===== src/include/surge_seq_pkg.sv =====
package surge_seq_pkg;
    // ==========
    // clock and timing
    localparam int unsigned CLK_KHZ        = 100000;
    localparam int unsigned STILL_MS       = 80;
    localparam int unsigned ALIGN_MS       = 640;
    localparam int unsigned RAMP_MS        = 300;
    localparam int unsigned STILL_CYC      = STILL_MS * CLK_KHZ;
    localparam int unsigned ALIGN_CYC      = ALIGN_MS * CLK_KHZ;
    localparam int unsigned ALIGN_LEVEL    = 256;
    localparam int unsigned RAMP_STEP_CYC  = (RAMP_MS * CLK_KHZ) / ALIGN_LEVEL;
    localparam int unsigned ACCEL_STEP_CYC = 100000;
    localparam int unsigned SLEW_STEP_CYC  = 10000;
    localparam int unsigned CLAMP_CYC      = 50000;
    // ==========
    // command conversion
    localparam logic [15:0] STANDBY_DUTY   = 16'h00f9;
    localparam logic [8:0]  ALIGN_AMP      = 9'h100;
    localparam int unsigned AMP_LSB        = 7;
    localparam int unsigned KT_SHIFT       = 12;
    localparam logic [15:0] ACCEL_INC      = 16'h0005;
    // handoff in tenths of a hertz
    localparam logic [15:0] HANDOFF_ZERO   = 16'h036b;
    localparam logic [11:0] HANDOFF_UNIT   = 12'h07d;
    // ==========
    // register map
    localparam logic [3:0]  CMD_ADDR       = 4'h0;
    localparam logic [3:0]  STATUS_ADDR    = 4'h4;
    localparam logic [3:0]  MOTOR_ADDR     = 4'h8;
    localparam logic [3:0]  COAST_ADDR     = 4'hc;
    localparam logic [15:0] CMD_RESET      = 16'h0000;
    localparam logic [1:0]  RESP_OKAY      = 2'b00;
    localparam logic [1:0]  RESP_SLVERR    = 2'b10;
    // ==========
    // sequencer states and drive carrier
    typedef enum logic [2:0] {
        S_IDLE, S_DETECT, S_ALIGN, S_OPEN, S_CLOSED
    } seq_e;
    typedef struct packed {
        logic [2:0] hiz;   // 1 = phase in high impedance, u at bit 0
        logic [2:0] low;   // 1 = low-side switch forced on
        logic [8:0] amp;   // amplitude on driven phases
    } drive_s;
endpackage : surge_seq_pkg


===== src/core/surge_seq.sv =====
// Operation
// - speed command is buffered and the effective command moves one step per slew tick.
// - effective amplitude never drops to or below the back-EMF estimate.
// - back-EMF estimate is torque constant times current speed.
// - on stopping a driven motor, low-side switches turn on to dump winding current.
// - thermal trip locks out; release only below trip minus hysteresis.
// - supply lockout clears above rise threshold, sets below fall threshold.
// - handoff threshold comes from the handoff select input level code.
// - code 0 gives 87.5 Hz, other codes 12.5 Hz times code.
// - torque constant and winding resistance are captured at handoff to closed loop and kept.
// - during initial speed detect all phases are high impedance.
// - coasting period is time between two rising edges of either comparator.
// - no comparator toggle for 80 ms means stationary, go to align.
// - while comparators keep toggling, keep waiting without driving.
// - align drives v and w at 50 percent, u low, for 0.64 s.
// - align duty ramps up to 50 percent over 0.3 s.
// - open-loop reaching handoff frequency switches to closed loop.
// - closed loop uses internal commutation, amplitude follows the command.
// - duty command converts to a 9-bit amplitude 0 to 511.
// - duty below 0.38 percent stops driving and enters standby.
//
// Our own choices: register access over AXI4-Lite and the register offsets.
`timescale 1ns/1ps
`default_nettype none
module surge_seq #(
    parameter int unsigned STILL_LEN  = surge_seq_pkg::STILL_CYC,
    parameter int unsigned ALIGN_LEN  = surge_seq_pkg::ALIGN_CYC,
    parameter int unsigned RAMP_STEP  = surge_seq_pkg::RAMP_STEP_CYC,
    parameter int unsigned ACCEL_STEP = surge_seq_pkg::ACCEL_STEP_CYC,
    parameter int unsigned SLEW_STEP  = surge_seq_pkg::SLEW_STEP_CYC,
    parameter int unsigned CLAMP_LEN  = surge_seq_pkg::CLAMP_CYC
) (
    input  wire logic                 aclk,
    input  wire logic                 aresetn,
    input  wire logic [3:0]           s_axi_awaddr,
    input  wire logic                 s_axi_awvalid,
    output var  logic                 s_axi_awready,
    input  wire logic [31:0]          s_axi_wdata,
    input  wire logic [3:0]           s_axi_wstrb,
    input  wire logic                 s_axi_wvalid,
    output var  logic                 s_axi_wready,
    output var  logic [1:0]           s_axi_bresp,
    output var  logic                 s_axi_bvalid,
    input  wire logic                 s_axi_bready,
    input  wire logic [3:0]           s_axi_araddr,
    input  wire logic                 s_axi_arvalid,
    output var  logic                 s_axi_arready,
    output var  logic [31:0]          s_axi_rdata,
    output var  logic [1:0]           s_axi_rresp,
    output var  logic                 s_axi_rvalid,
    input  wire logic                 s_axi_rready,
    input  wire logic                 cmp_a,
    input  wire logic                 cmp_b,
    input  wire logic                 thermal_trip_level,
    input  wire logic                 thermal_hysteresis,
    input  wire logic                 supply_rise_threshold,
    input  wire logic                 supply_fall_threshold,
    input  wire logic [3:0]           handoff_sel,
    input  wire logic [15:0]          comm_freq,
    input  wire logic [7:0]           kt_meas,
    input  wire logic [7:0]           winding_resistance,
    output var  surge_seq_pkg::drive_s drive,
    output var  logic [2:0]           seq_state,
    output var  logic [15:0]          ol_freq
);
    // ==========
    // pin synchronisers: three stages, change taken once 2nd and 3rd agree
    localparam int unsigned NPIN = 10;
    logic [NPIN-1:0] pin_raw;
    logic [NPIN-1:0] pin_f;
    assign pin_raw = {handoff_sel, supply_fall_threshold, supply_rise_threshold,
                      thermal_hysteresis, thermal_trip_level, cmp_b, cmp_a};
    genvar gi;
    generate
        for (gi = 0; gi < NPIN; gi++) begin : g_sync
            logic s1_r, s2_r, s3_r, f_r;
            always_ff @(posedge aclk) begin
                if (!aresetn) begin
                    s1_r <= 1'b0;
                    s2_r <= 1'b0;
                    s3_r <= 1'b0;
                    f_r  <= 1'b0;
                end else begin
                    s1_r <= pin_raw[gi];
                    s2_r <= s1_r;
                    s3_r <= s2_r;
                    f_r  <= (s2_r == s3_r) ? s3_r : f_r;
                end
            end
            assign pin_f[gi] = f_r;
        end
    endgenerate
    wire logic       ca_w      = pin_f[0];
    wire logic       cb_w      = pin_f[1];
    wire logic       ot_trip_w = pin_f[2];
    wire logic       ot_rel_w  = pin_f[3];
    wire logic       sup_up_w  = pin_f[4];
    wire logic       sup_dn_w  = pin_f[5];
    wire logic [3:0] code_w    = pin_f[9:6];

    // ==========
    // lockouts; supply lockout starts asserted until the rise threshold is seen
    logic uv_lock_r, ot_lock_r;
    always_ff @(posedge aclk) begin
        if (!aresetn) begin
            uv_lock_r <= 1'b1;
            ot_lock_r <= 1'b0;
        end else begin
            if (sup_dn_w) uv_lock_r <= 1'b1;
            else if (sup_up_w) uv_lock_r <= 1'b0;
            if (ot_trip_w) ot_lock_r <= 1'b1;
            else if (ot_rel_w) ot_lock_r <= 1'b0;
        end
    end
    wire logic lock_w = uv_lock_r | ot_lock_r;

    // ==========
    // command buffer, conversion and standby decode
    logic [15:0] cmd_r;
    logic [8:0]  eff_r;
    logic [7:0]  kt_r, res_r;
    logic [15:0] speed_w;
    wire logic        standby_w = cmd_r < surge_seq_pkg::STANDBY_DUTY;
    wire logic [8:0]  tgt_w     = standby_w ? 9'h000
                                : cmd_r[15:surge_seq_pkg::AMP_LSB];
    // back-emf estimate, saturated to the amplitude range
    wire logic [23:0] bemf_p_w  = kt_r * speed_w;
    wire logic [23:0] bemf_s_w  = bemf_p_w >> surge_seq_pkg::KT_SHIFT;
    wire logic [8:0]  bemf_w    = (|bemf_s_w[23:9]) ? 9'h1ff : bemf_s_w[8:0];
    // a step down is only allowed while it stays above the estimate
    wire logic        dn_ok_w   = (eff_r - 9'h001) > bemf_w;

    // ==========
    // handoff threshold in tenths of a hertz
    wire logic [15:0] handoff_w = (code_w == 4'h0) ? surge_seq_pkg::HANDOFF_ZERO
                                : 16'(code_w * surge_seq_pkg::HANDOFF_UNIT);

    // ==========
    // slew limiter: one step per tick keeps a sudden drop from regenerating
    logic [31:0] slew_cnt_r;
    wire logic   slew_tick_w = slew_cnt_r == SLEW_STEP - 1;
    always_ff @(posedge aclk) begin
        if (!aresetn) begin
            slew_cnt_r <= '0;
            eff_r      <= 9'h000;
        end else begin
            slew_cnt_r <= slew_tick_w ? '0 : slew_cnt_r + 32'h1;
            if (slew_tick_w && tgt_w > eff_r) eff_r <= eff_r + 9'h001;
            else if (slew_tick_w && tgt_w < eff_r && dn_ok_w) eff_r <= eff_r - 9'h001;
        end
    end

    // ==========
    // start-up sequencer
    surge_seq_pkg::seq_e st_r;
    logic [31:0] cnt_r, step_r, clamp_r;
    logic [31:0] coast_r;
    logic [8:0]  ramp_r;
    logic        ca_d_r, cb_d_r;
    wire logic   rise_w   = (ca_w & ~ca_d_r) | (cb_w & ~cb_d_r);
    wire logic   driving_w = (st_r == surge_seq_pkg::S_ALIGN) || (st_r == surge_seq_pkg::S_OPEN)
                          || (st_r == surge_seq_pkg::S_CLOSED);
    wire logic   stop_w   = lock_w | standby_w;
    assign speed_w = (st_r == surge_seq_pkg::S_CLOSED) ? comm_freq : ol_freq;

    // stop handling has priority over every state step
    always_ff @(posedge aclk) begin
        if (!aresetn) begin
            st_r    <= surge_seq_pkg::S_IDLE;
            cnt_r   <= '0;
            step_r  <= '0;
            clamp_r <= '0;
            coast_r <= '0;
            ramp_r  <= 9'h000;
            ol_freq <= 16'h0000;
            kt_r    <= 8'h00;
            res_r   <= 8'h00;
            ca_d_r  <= 1'b0;
            cb_d_r  <= 1'b0;
        end else begin
            ca_d_r <= ca_w;
            cb_d_r <= cb_w;
            if (clamp_r != '0) clamp_r <= clamp_r - 32'h1;
            if (stop_w && st_r != surge_seq_pkg::S_IDLE) begin
                st_r <= surge_seq_pkg::S_IDLE;
                if (driving_w) clamp_r <= CLAMP_LEN;
            end else begin
                unique case (st_r)
                    surge_seq_pkg::S_IDLE: begin
                        cnt_r <= '0;
                        if (!stop_w) st_r <= surge_seq_pkg::S_DETECT;
                    end
                    surge_seq_pkg::S_DETECT: begin
                        if (rise_w) begin
                            coast_r <= cnt_r + 32'h1;
                            cnt_r   <= '0;
                        end else if (cnt_r == STILL_LEN - 1) begin
                            st_r   <= surge_seq_pkg::S_ALIGN;
                            cnt_r  <= '0;
                            step_r <= '0;
                            ramp_r <= 9'h000;
                        end else begin
                            cnt_r <= cnt_r + 32'h1;
                        end
                    end
                    surge_seq_pkg::S_ALIGN: begin
                        cnt_r <= cnt_r + 32'h1;
                        step_r <= (step_r == RAMP_STEP - 1) ? '0 : step_r + 32'h1;
                        if (step_r == RAMP_STEP - 1 && ramp_r < surge_seq_pkg::ALIGN_AMP)
                            ramp_r <= ramp_r + 9'h001;
                        if (cnt_r == ALIGN_LEN - 1) begin
                            st_r    <= surge_seq_pkg::S_OPEN;
                            step_r  <= '0;
                            ol_freq <= 16'h0000;
                        end
                    end
                    surge_seq_pkg::S_OPEN: begin
                        step_r <= (step_r == ACCEL_STEP - 1) ? '0 : step_r + 32'h1;
                        if (step_r == ACCEL_STEP - 1)
                            ol_freq <= ol_freq + surge_seq_pkg::ACCEL_INC;
                        if (ol_freq >= handoff_w) begin
                            st_r <= surge_seq_pkg::S_CLOSED;
                            kt_r <= kt_meas;
                            res_r <= winding_resistance;
                        end
                    end
                    surge_seq_pkg::S_CLOSED: begin
                        cnt_r <= '0;
                    end
                endcase
            end
        end
    end

    // ==========
    // phase drive; closed loop commutation comes from the control core
    always_ff @(posedge aclk) begin
        if (!aresetn) begin
            drive     <= '{hiz: 3'b111, low: 3'b000, amp: 9'h000};
            seq_state <= 3'h0;
        end else begin
            seq_state <= st_r;
            unique case (st_r)
                surge_seq_pkg::S_ALIGN:
                    drive <= '{hiz: 3'b000, low: 3'b001, amp: ramp_r};
                surge_seq_pkg::S_OPEN:
                    drive <= '{hiz: 3'b000, low: 3'b000, amp: surge_seq_pkg::ALIGN_AMP};
                surge_seq_pkg::S_CLOSED:
                    drive <= '{hiz: 3'b000, low: 3'b000, amp: eff_r};
                default:
                    // clamp window keeps the low sides on after a stop
                    drive <= '{hiz: 3'b111, low: (clamp_r != '0) ? 3'b111 : 3'b000,
                               amp: 9'h000};
            endcase
        end
    end

    // ==========
    // axi4-lite slave; address and data may arrive in either order
    logic        aw_got_r, w_got_r;
    logic [3:0]  aw_a_r;
    logic [31:0] w_d_r;
    logic [3:0]  w_s_r;
    wire logic aw_hs_w = s_axi_awvalid & s_axi_awready;
    wire logic w_hs_w  = s_axi_wvalid & s_axi_wready;
    wire logic wr_go_w = aw_got_r & w_got_r & ~s_axi_bvalid;
    wire logic wr_ok_w = aw_a_r == surge_seq_pkg::CMD_ADDR;
    always_ff @(posedge aclk) begin
        if (!aresetn) begin
            aw_got_r <= 1'b0;
            w_got_r  <= 1'b0;
            aw_a_r   <= 4'h0;
            w_d_r    <= 32'h0;
            w_s_r    <= 4'h0;
            s_axi_awready <= 1'b0;
            s_axi_wready  <= 1'b0;
            s_axi_bvalid  <= 1'b0;
            s_axi_bresp   <= surge_seq_pkg::RESP_OKAY;
            cmd_r <= surge_seq_pkg::CMD_RESET;
        end else begin
            s_axi_awready <= ~aw_got_r & ~aw_hs_w & ~s_axi_bvalid;
            s_axi_wready  <= ~w_got_r & ~w_hs_w & ~s_axi_bvalid;
            if (aw_hs_w) begin
                aw_got_r <= 1'b1;
                aw_a_r   <= s_axi_awaddr;
            end
            if (w_hs_w) begin
                w_got_r <= 1'b1;
                w_d_r   <= s_axi_wdata;
                w_s_r   <= s_axi_wstrb;
            end
            if (wr_go_w) begin
                aw_got_r     <= 1'b0;
                w_got_r      <= 1'b0;
                s_axi_bvalid <= 1'b1;
                s_axi_bresp  <= wr_ok_w ? surge_seq_pkg::RESP_OKAY : surge_seq_pkg::RESP_SLVERR;
                if (wr_ok_w && w_s_r[0]) cmd_r[7:0]  <= w_d_r[7:0];
                if (wr_ok_w && w_s_r[1]) cmd_r[15:8] <= w_d_r[15:8];
            end else if (s_axi_bvalid && s_axi_bready) begin
                s_axi_bvalid <= 1'b0;
            end
        end
    end

    // read mux; unmapped offsets answer zero with an error response
    logic [31:0] rd_w;
    logic        rd_ok_w;
    always_comb begin
        rd_ok_w = 1'b1;
        unique case (s_axi_araddr)
            surge_seq_pkg::CMD_ADDR:    rd_w = {16'h0000, cmd_r};
            surge_seq_pkg::STATUS_ADDR: rd_w = {9'h000, eff_r, 7'h00, standby_w,
                                                ot_lock_r, uv_lock_r, 1'b0, st_r};
            surge_seq_pkg::MOTOR_ADDR:  rd_w = {16'h0000, res_r, kt_r};
            surge_seq_pkg::COAST_ADDR:  rd_w = coast_r;
            default: begin
                rd_w    = 32'h0;
                rd_ok_w = 1'b0;
            end
        endcase
    end
    always_ff @(posedge aclk) begin
        if (!aresetn) begin
            s_axi_arready <= 1'b0;
            s_axi_rvalid  <= 1'b0;
            s_axi_rdata   <= 32'h0;
            s_axi_rresp   <= surge_seq_pkg::RESP_OKAY;
        end else begin
            s_axi_arready <= ~s_axi_rvalid & ~(s_axi_arvalid & s_axi_arready);
            if (s_axi_arvalid && s_axi_arready) begin
                s_axi_rvalid <= 1'b1;
                s_axi_rdata  <= rd_w;
                s_axi_rresp  <= rd_ok_w ? surge_seq_pkg::RESP_OKAY : surge_seq_pkg::RESP_SLVERR;
            end else if (s_axi_rvalid && s_axi_rready) begin
                s_axi_rvalid <= 1'b0;
            end
        end
    end
endmodule : surge_seq
`default_nettype wire


===== config.mk =====
export PLATFORM = sky130hd
export DESIGN_NAME = surge_seq
export DESIGN_NICKNAME = d
export VERILOG_FILES = /design/src/include/surge_seq_pkg.sv /design/src/core/surge_seq.sv
export SDC_FILE = /design/constraint.sdc
export NUM_CORES = 1
export LEC_CHECK = 0
export ABC_AREA = 1
export BUFFER_PORTS_ARGS = -buffer_cell sky130_fd_sc_hd__buf_2
export CAP_MARGIN = 5
export CELL_PAD_IN_SITES_DETAIL_PLACEMENT = 0
export CELL_PAD_IN_SITES_GLOBAL_PLACEMENT = 2
export CORE_ASPECT_RATIO = 0.75
export CORE_MARGIN = 2
export CORE_UTILIZATION = 38
export DETAILED_ROUTE_END_ITERATION = 16
export PLACE_DENSITY = 0.85
export SETUP_SLACK_MARGIN = 0.05
export SYNTH_ARGS = -nofsm -noshare
export SYNTH_HDL_FRONTEND = slang
export SYNTH_SLANG_ARGS = --single-unit

===== constraint.sdc =====
create_clock -name aclk -period 15.83 [get_ports aclk]
set_input_delay 0.7915 -clock aclk [delete_from_list [all_inputs] [get_ports aclk]]
set_output_delay 0.7915 -clock aclk [all_outputs]
set_load 0.03 [all_outputs]

# --- Yosys cells after proc, flatten, opt, wreduce, memory -nomap -nowiden ---
# Index checks and enable logic that the tools add are counted.
word_totals:
  in_bits: 93
  reg_bits: 356
  output_inout_bits: 75
  word_cells: 231
classes:
  muxes: 43
  magnitude_cmp: 6
  eq_ne: 29
  bitwise: 26
  n_reduce_logical: 43
  mul: 2
  n_addsub: 8
op_table:
  columns: ["op", "count"]
  rows:
  - ["$mux 32", 10]
  - ["$pmux 32 s3", 2]
  - ["$pmux 32 s4", 1]
  - ["$add 32x1->32 const B", 3]
  - ["$eq 32x17->1 const B", 2]
  - ["$mux 9", 7]
  - ["$mux 16", 3]
  - ["$pmux 15 s3", 1]
  - ["$eq 32x14->1 const B", 1]
  - ["$eq 32x23->1 const B", 1]
  - ["$eq 32x26->1 const B", 1]
  - ["$pmux 16 s2", 1]
  - ["$reduce_bool 32->1", 1]
  - ["$sub 32x1->32 const B", 1]
  - ["$mul 8x16->24", 1]
  - ["$add 9x1->9 const B", 2]
  - ["$gt 9x9->1", 2]
  - ["$mux 3", 6]
  - ["$pmux 9 s2", 1]
  - ["$add 16x3->16 const B", 1]
  - ["$ge 16x11->1", 1]
  - ["$lt 16x8->1 const B", 1]
  - ["$and 1x1->1", 12]
  - ["$logic_not 4->1", 3]
  - ["32 further kinds", 92]

# --- Depth between registers and ports, before layout ---
# Gate-level depths: netlist (run 1).
logic_depth:
  depth_word: 9
  ltp_mapped: 41
  mapped_depth_nobuf: 40

# --- Worst setup path before layout (run 1) ---
# Ideal clock, no wire load.
synth_path:
  kind: "reg2reg"
  start: "reg st_r[1]"
  end: "reg eff_r[2]"
  path_stages_with_launch: 39
  n_path_buf: 1
  setup_time_ns: 0.070
  required_time_ns: 15.760
  t_arrival_ns: 6.283
  path_slack_ns: 9.477
  synth_period_minus_slack_ns: 6.353
  cell_sequence: "dfxtp_1 -> nor2_4 -> nand2_4 -> clkbuf_1 -> nand2_1 -> o21a_1 -> inv_1 -> nor2_1 -> fa_1 -> inv_1 -> fa_1 -> inv_1 -> fa_1 -> inv_1 -> fa_1 -> inv_1 -> ha_1 -> a21oi_1 -> (+3 left out) -> nor2_1 -> nand2_1 -> nand2_1 -> nand2_1 -> nor2_1 -> nand2_2 -> nor2_1 -> ha_1 -> a21oi_1 -> o21a_1 -> nand2_1 -> o21bai_1 -> inv_1 -> nand3b_1 -> nand2_1 -> inv_2 -> nand2_1 -> a21oi_1"
synth_between:
  elab_chain_cells: 8
synth_lines:
  columns: ["item", "line", "source"]
  rows:
  - ["start: declaration", "surge_seq.sv:155", "surge_seq_pkg::seq_e st_r;"]
  - ["start signal: assignment", "surge_seq.sv:169", "st_r <= surge_seq_pkg::S_IDLE;"]
  - ["start signal: assignment", "surge_seq.sv:185", "st_r <= surge_seq_pkg::S_IDLE;"]
  - ["start signal: assignment", "surge_seq.sv:191", "if (!stop_w) st_r <= surge_seq_pkg::S_DETECT;"]
  - ["$eq 3x3->1 (*)", "surge_seq.sv:164", "assign speed_w = (st_r == surge_seq_pkg::S_CLOSED) ? comm_freq : ol_freq;"]
  - ["$mux 16 (*)", "surge_seq.sv:164", null]
  - ["$mul 8x16->24 (*)", "surge_seq.sv:127", "wire logic [23:0] bemf_p_w = kt_r * speed_w;"]
  - ["$reduce_or 3->1", "surge_seq.sv:129", "wire logic [8:0] bemf_w = (|bemf_s_w[23:9]) ? 9'h1ff : bemf_s_w[8:0];"]
  - ["$mux 9 (*)", "surge_seq.sv:129", null]
  - ["$gt 9x9->1 (*)", "surge_seq.sv:131", "wire logic dn_ok_w = (eff_r - 9'h001) > bemf_w;"]
  - ["$logic_and 1x1->1 (*)", "surge_seq.sv:149", "else if (slew_tick_w && tgt_w < eff_r && dn_ok_w) eff_r <= eff_r - 9'h001;"]
  - ["$reduce_bool 2->1 (no line) (*)", null, null]
  - ["end signal: assignment", "surge_seq.sv:148", "if (slew_tick_w && tgt_w > eff_r) eff_r <= eff_r + 9'h001;"]
  - ["end signal: assignment", "surge_seq.sv:149", null]
  - ["end: declaration", "surge_seq.sv:120", "logic [8:0] eff_r;"]
# Every way passes the cells marked *; elsewhere a longest branch is shown, timed or not.
# A chain may end at the register's enable or synchronous reset.

# --- Worst setup path after layout (run 1) ---
layout_path:
  start: "reg st_r[2]"
  end: "reg eff_r[3]"
# The elaborated chain is that of the path after synthesis.

==> reports/qor.csv, run 1 <==
metric,value,unit
final-report max-slew violation count,0,
wire length per cell after detailed routing,17.3,um
fraction of registers with async set/reset,0,%
post-layout util,43.3,%
Routed Antenna Nets,0,
number of iterations in the first detailed-routing pass,7,
port bufs,147,
highest clock rate,0.126,GHz
required arrival time at the worst endpoint,16.32,ns
worst vdd rail ir drop,0.0000959,V
Critical-path top delay cell,sky130_fd_sc_hd__dfxtp_1,
LEAKAGE,10.7,nW
Sw Ratio,35.0,%
unrepaired setup endpoints after global routing,false,
I/O pin cnt,168,
cell type with the highest occurrence count on the critical path,sky130_fd_sc_hd__nand2_1,
power density normalized to cell area,109,nW/um^2
sequential cell area fraction in the yosys report,31.8,%
number of hold buffers added after cts,0,
number of global-route vias before repair,19923,
GRT Overall Usage,23.3,%
average cell area after synthesis,7.06,sq um
pin count of the biggest net entering global routing,69,
initial cell density of the core,38.5,%
Max H-tree Level,2,
number of buffers inserted during clock tree synthesis,40,
"Min Clock Period, post-route",7.94,ns
count of standard-cell rows,76,
max-cap violations,0,
number of synthesized flops with an enable pin,0,
summed negative setup slack over all endpoints,0,ns
top cells by instance count after synthesis,"sky130_fd_sc_hd__nand2_1 (577), sky130_fd_sc_hd__nor2_1 (484), sky130_fd_sc_hd__inv_1 (393), sky130_fd_sc_hd__dfxtp_1 (351), sky130_fd_sc_hd__a21oi_1 (196)",
Slowest Stage Delay on Critical Path,0.77,ns
Fillers,6075,
Final Routed Wirelength,69.4,mm
arrival time at the worst endpoint,8.43,ns
main combinational cell family by area after synthesis,simple AND/OR/NAND/NOR gates,
worst min-delay path class,reg2reg,
complex-gate fraction of the synthesized area,10.3,%
number of buffers inserted by post-CTS setup repair,0,
antenna violations before repair,3,
clock root buffer,sky130_fd_sc_hd__clkbuf_16,
top post-synthesis cells by area,"sky130_fd_sc_hd__dfxtp_1 (32%), sky130_fd_sc_hd__nand2_1 (9.8%), sky130_fd_sc_hd__nor2_1 (8.2%)",
height of the chip,213,um
sequential share of power,36.2,%
crit path capture type,flop,
fraction of post-synthesis cell area in the top cell type by area,31.8,%
startpoint-to-endpoint class of the critical path,reg2reg,
Die W,283,um
worst setup slack after layout,7.89,ns
number of sinks on the clock net,351,
count of nets after finishing,3488,
area inside the core boundary,57400,sq um
DP HPWL,52.6,mm
Comb power frac,24.9,%
proportion of layout cells with a drive suffix above 1,8.49,%
worst-path maximum fanout,28,
net switching component of the power,0.949,mW
Iter 0 DRT Violations,1610,
Worst Skew,0.0331,ns
signed area change from the synthesized netlist to the final layout,12.5,%
internal portion of total power,1.76,mW
Clock Power Share,38.9,%
worst setup slack before clock tree synthesis,7.95,ns
number of failing setup endpoints in the final timing report,0,
Gate Count Post-Synth,3131,
Yosys warning count,0,
xor and xnor area share after synthesis,4.87,%
maximum buffer depth of the clock tree,3,
worst hold path stage count,2,
Worst-path clk slew,0.07,ns
"Hold Violations, Final",0,
# DRC,0,
kind of launch point of the worst setup path,flop,
wire length of the first global-routing pass,110,mm
adder and majority cell fraction of the synthesized area,13.5,%
source-to-sink clock delay at the later pin of the worst-skew pair,0.58,ns
transition time at the pin with the least slew margin,0.969,ns
proportion of synthesized area in mux cells,0.724,%
synthesized area,22100,sq um
headroom to the max-slew limit,33.5,%
number of distinct standard cells referenced by the synthesized netlist,54,
cell type with the largest total area after synthesis,sky130_fd_sc_hd__dfxtp_1,
final weighted congestion of routability-driven global placement,0.899,
residual overflow from global routing,0,
register bit total from synthesis,351,
vias after detailed routing,20628,
clock tree from TritonCTS,yes,
leading register cell type out of synthesis,sky130_fd_sc_hd__dfxtp_1,
worst hold margin,0.413,ns
share of the clock period used by the worst path after layout,50.1,%
most frequent cell after synthesis,sky130_fd_sc_hd__nand2_1,
depth of the most critical reg-to-reg path,34,
Resize count post-CTS,0,
"share of synthesized cell area in and, or, nand and nor gates",29.4,%
outcome,finished clean,
number of vias per cell,5.13,
area of the die,60100,sq um
[layout make-up]
| cell class | instances | area, sq um | share of cell area [%] |
|---|---|---|---|
| diodes | 1 | 2.50 | 0.0101 |
| clock buffers | 49 | 1090 | 4.37 |
| clock inverters | 22 | 377 | 1.51 |
| inverters | 410 | 1540 | 6.20 |
| multi-input cells | 2248 | 13000 | 52.4 |
| flip-flops and latches | 351 | 7030 | 28.2 |
| well taps | 780 | 976 | 3.92 |
| repair buffers | 160 | 836 | 3.36 |
[power by group through the flow]
stage                     sequential, mW  combinational (mW)  clock [mW]
after CTS                          0.983               0.674        1.08
after detailed placement            1.00               0.671           0
final                              0.983               0.675        1.06
after floorplan                     1.00               0.486           0
after global routing               0.991               0.754        1.11
after global placement              1.00               0.668           0
[sequential cells by signal (all words and copies together) (netlist names), 12 cells and up]
| register | cells |
|---|---|
| clamp_r | 32 |
| cnt_r | 32 |
| coast_r | 32 |
| s_axi_rdata | 32 |
| slew_cnt_r | 32 |
| step_r | 32 |
| cmd_r | 16 |
| ol_freq | 16 |
| w_d_r | 16 |
| drive | 12 |
[stage by stage]
stage	std cells	instance area (sq um)	power [mW]
2_1_floorplan	3132	22100	1.49
3_3_place_gp	3949	23400	1.67
3_5_place_dp	3949	23400	1.67
4_1_cts	4020	24900	2.74
5_1_grt	4020	24900	2.86
6_report	4021	24900	2.71
[critical path: cells and delay by family, from the launching register on]
family / cells / cell delay, ns
DFF: 1 / 0.77
AOI/OAI and AO/OA: 9 / 2.04
and+or+nand+nor: 13 / 1.70
adders and majority gates: 6 / 2.59
buffers and inverters: 6 / 0.73
[metal layers]
layer | up-vias | routed length [um] | GRT usage, %
met5 | - | 13 | 0
met1 | 9778 | 34800 | 35.0
met3 | 95 | 4700 | 4.16
met4 | 2 | 2110 | 7.35
li1 | 10225 | - | -
met2 | 528 | 27800 | 33.4
[cells by family (layout without fill, tap and decap cells)]
group,count (synthesis),in the layout
AOI/OAI and AO/OA,423,423
DFF,351,351
muxes,16,16
xor gates and xnor gates,123,123
adders and majority gates,184,184
other,1,3
and+or+nand+nor,1500,1500
buffers and inverters,533,641
[worst paths after layout]
| check | slack, ns | from | end |
|---|---|---|---|
| hold reg to reg | 0.41 | g_sync[6].s1_r | g_sync[6].s2_r |
| setup reg to reg | 7.89 | st_r[2] | eff_r[3] |
| hold / removal | 0.41 | g_sync[6].s1_r | g_sync[6].s2_r |
| setup / recovery | 7.89 | st_r[2] | eff_r[3] |
[layout by cell type, fill, tap and decap left out, types with 5 or more instances in the layout]
master                      count
sky130_fd_sc_hd__nor3_1       102
sky130_fd_sc_hd__a21oi_1      196
sky130_fd_sc_hd__or2_2          6
sky130_fd_sc_hd__buf_2        146
sky130_fd_sc_hd__dfxtp_1      351
sky130_fd_sc_hd__a211oi_1       5
sky130_fd_sc_hd__nand3b_1      22
sky130_fd_sc_hd__a221oi_1      15
sky130_fd_sc_hd__buf_4         14
sky130_fd_sc_hd__nor3b_1        7
sky130_fd_sc_hd__nor4_1        32
sky130_fd_sc_hd__nand3_1      172
sky130_fd_sc_hd__fa_1          90
sky130_fd_sc_hd__clkbuf_1       5
sky130_fd_sc_hd__clkinv_2       7
sky130_fd_sc_hd__inv_1        393
sky130_fd_sc_hd__bufinv_16     10
sky130_fd_sc_hd__inv_2         13
sky130_fd_sc_hd__xor2_1        94
sky130_fd_sc_hd__nand2_1      577
sky130_fd_sc_hd__o21ai_1        6
sky130_fd_sc_hd__clkbuf_16     41
sky130_fd_sc_hd__nor2_1       483
sky130_fd_sc_hd__xnor2_1       29
sky130_fd_sc_hd__mux2i_1       16
sky130_fd_sc_hd__o21a_1        10
sky130_fd_sc_hd__nand2_2        5
sky130_fd_sc_hd__ha_1          94
sky130_fd_sc_hd__nor2_2         7
sky130_fd_sc_hd__nand4_1       66
sky130_fd_sc_hd__o22ai_1        9
sky130_fd_sc_hd__o21ai_0      159
(Power assumes the default switching activity.)
==> run 2: changes to the inputs <==
Settings changed: CORE_UTILIZATION 38 to 32, PLACE_DENSITY 0.85 to 0.76.
Clock period 15.83 ns to 7.12 ns, I/O delays scaled along.
==> run 2 against run 1 <==
- maximum frequency grew 20%
- wire length grew 2.7%
- setup slack got worse by 7.4 ns
- register-to-register slack worse by 7.4 ns
- first-iteration DRC count is 13% lower
- global-route usage shrank 3.5 points
- design area grew 2.6%
- clock power rose by 130%
- sequential share of layout area down 0.69 points
- via count is essentially flat
- worst hold slack worse by 0.38 ns
- largest cell class unchanged
==> reports/qor.csv, run 2 (synthesis gave the netlist of run 1 again) <==
metric,value,unit,change
cell type with the highest occurrence count on the critical path,sky130_fd_sc_hd__nand2_1,,
vias after detailed routing,20618,,-0.048%
Critical-path top delay cell,sky130_fd_sc_hd__fa_1,,
transition time at the pin with the least slew margin,0.952,ns,-0.0173 ns
proportion of layout cells with a drive suffix above 1,10.1,%,+1.6 points
summed negative setup slack over all endpoints,0,ns,unchanged
worst-path maximum fanout,14,,-50%
area inside the core boundary,68400,sq um,+19%
GRT Overall Usage,19.8,%,-3.5 points
Worst Skew,0.0199,ns,-0.0132 ns
power density normalized to cell area,242,nW/um^2,+120%
"Min Clock Period, post-route",6.62,ns,-1.32 ns
met1 layer usage reported by global route,29.3,%,-5.7 points
number of failing setup endpoints in the final timing report,0,,unchanged
initial cell density of the core,32.3,%,-6.2 points
number of vias per cell,4.93,,-3.8%
global-route met2 utilization,29.4,%,-4.0 points
worst setup slack after layout,0.503,ns,-7.39 ns
number of buffers inserted during clock tree synthesis,42,,+5.0%
highest clock rate,0.151,GHz,+20%
number of iterations in the first detailed-routing pass,6,,-1
"Hold Violations, Final",0,,unchanged
I/O pin cnt,168,,unchanged
required arrival time at the worst endpoint,7.54,ns,-8.78 ns
Top delay family on crit path,adder cells,,
number of global-route vias before repair,19984,,+0.31%
layer with the highest usage after global routing,met2,,
arrival time at the worst endpoint,7.04,ns,-1.39 ns
unrepaired setup endpoints after global routing,false,,
maximum buffer depth of the clock tree,3,,unchanged
share of the clock period used by the worst path after layout,92.9,%,+43 points
DP HPWL,54.5,mm,+3.4%
Worst-path clk slew,0.06,ns,about the same
height of the chip,232,um,+8.8%
"commonest cells after routing, fill and taps aside","sky130_fd_sc_hd__nand2_1 (576), sky130_fd_sc_hd__nor2_1 (481), sky130_fd_sc_hd__inv_1 (388)",,
residual overflow from global routing,0,,unchanged
antenna violations before repair,0,,-3
max-cap violations,0,,unchanged
most frequent standard cell in the layout excluding fill and tap cells,sky130_fd_sc_hd__nand2_1,,
final-report max-slew violation count,0,,unchanged
Max H-tree Level,2,,unchanged
outcome,finished clean,,
area of the die,71200,sq um,+18%
number of sinks on the clock net,351,,unchanged
Routed Antenna Nets,0,,unchanged
worst min-delay path class,in2reg,,
count of nets after finishing,3531,,+1.2%
Final Routed Wirelength,71.3,mm,+2.7%
Fillers,7373,,+21%
placed cell areas,23800,sq um,+1.5%
wire length per cell after detailed routing,17.1,um,-1.2%
headroom to the max-slew limit,36.4,%,+2.8 points
source-to-sink clock delay at the later pin of the worst-skew pair,0.58,ns,about the same
worst vdd rail ir drop,0.000165,V,+72%
worst setup slack before clock tree synthesis,0.254,ns,-7.69 ns
Slowest Stage Delay on Critical Path,0.59,ns,-0.18 ns
summed area of non-filler cells in the final layout,25500,sq um,+2.6%
post-layout util,37.3,%,-6.0 points
final weighted congestion of routability-driven global placement,0.863,,-4.0%
Die W,308,um,+8.8%
clock tree from TritonCTS,yes,,
port bufs,147,,unchanged
startpoint-to-endpoint class of the critical path,reg2reg,,
count of standard-cell rows,83,,+9.2%
crit path capture type,flop,,
global-route met3 utilization,2.96,%,-1.2 points
# DRC,0,,unchanged
count of buffer and inverter cells on the critical path,6,,unchanged
signed area change from the synthesized netlist to the final layout,15.4,%,
wire length of the first global-routing pass,112,mm,+1.8%
Pwr Total,6.17,mW,+130%
kind of launch point of the worst setup path,flop,,
pin count of the biggest net entering global routing,82,,+19%
Iter 0 DRT Violations,1393,,-13%
LEAKAGE,11.0,nW,+2.3%
clock root buffer,sky130_fd_sc_hd__clkbuf_16,,
[run 2: cell types whose count changed in the layout (fill, tap and decap cells not counted), moves of 3 or more]
cell | before | now
sky130_fd_sc_hd__a21oi_1 | 196 | 193
sky130_fd_sc_hd__dfxtp_1 | 351 | 348
sky130_fd_sc_hd__dlygate4sd3_1 | 0 | 10
sky130_fd_sc_hd__clkbuf_8 | 3 | 6
sky130_fd_sc_hd__inv_2 | 13 | 17
sky130_fd_sc_hd__a21oi_2 | 0 | 3
sky130_fd_sc_hd__buf_4 | 14 | 43
sky130_fd_sc_hd__inv_1 | 393 | 388
[run 2: tightest hold or removal path, delay by kind of cell]
kind / cells / cell delay [ns]
compound gates: 1 / 0.07
buf+inv: 1 / 0.07
simple gates: 1 / 0.08
[run 2: repair_timing]
item	in CTS	in global routing
hold endpoints to repair	10	0
buffers inserted	0	3
endpoints found under the setup margin	0	9
hold buffers	10	0
resized for setup	0	25
[run 2: area by class of cell]
type | count | area (sq um) | area share, %
clock inverter | 22 | 378 | 1.48
multi-input combinational | 2249 | 13100 | 51.3
clock buffer | 54 | 1180 | 4.61
sequential | 351 | 7030 | 27.6
antenna | 1 | 2.50 | 0.00980
timing repair buffer | 200 | 1170 | 4.60
tap | 892 | 1120 | 4.37
inverter | 410 | 1540 | 6.05
[run 2: worst paths after layout]
path / slack (ns) / end / depth (start not counted) / from
setup / recovery: 0.50 / eff_r[2] / 35 / st_r[1]
hold reg to reg: 0.41 / g_sync[0].s2_r / 2 / g_sync[0].s1_r
setup reg to reg: 0.50 / eff_r[2] / 35 / st_r[1]
hold / removal: 0.03 / w_d_r[11] / 3 / s_axi_wdata[11]
[run 2: report_power, final]
group / switching, mW / total (mW) / internal [mW]
sequential: 0.102 / 2.19 / 2.09
combinational: 1.13 / 1.55 / 0.420
clock: 0.923 / 2.43 / 1.50
total: 2.16 / 6.17 / 4.01
[run 2: layer usage]
layer / part of all wire (%) / vias to the layer above
li1: - / 10318
met2: 41 / 450
met3: 5.4 / 83
met1: 51 / 9767
met4: 2.8 / 0
met5: 0 / -
[run 2: metrics by stage]
| stage | std cells | hold slack, ns |
|---|---|---|
| 2_1_floorplan | 3132 | 0.390 |
| 4_1_cts | 4174 | 0.00738 |
| 6_report | 4179 | 0.0335 |
| 5_1_grt | 4178 | 0.0395 |
| 3_5_place_dp | 4088 | 0.402 |
| 3_3_place_gp | 4088 | 0.402 |
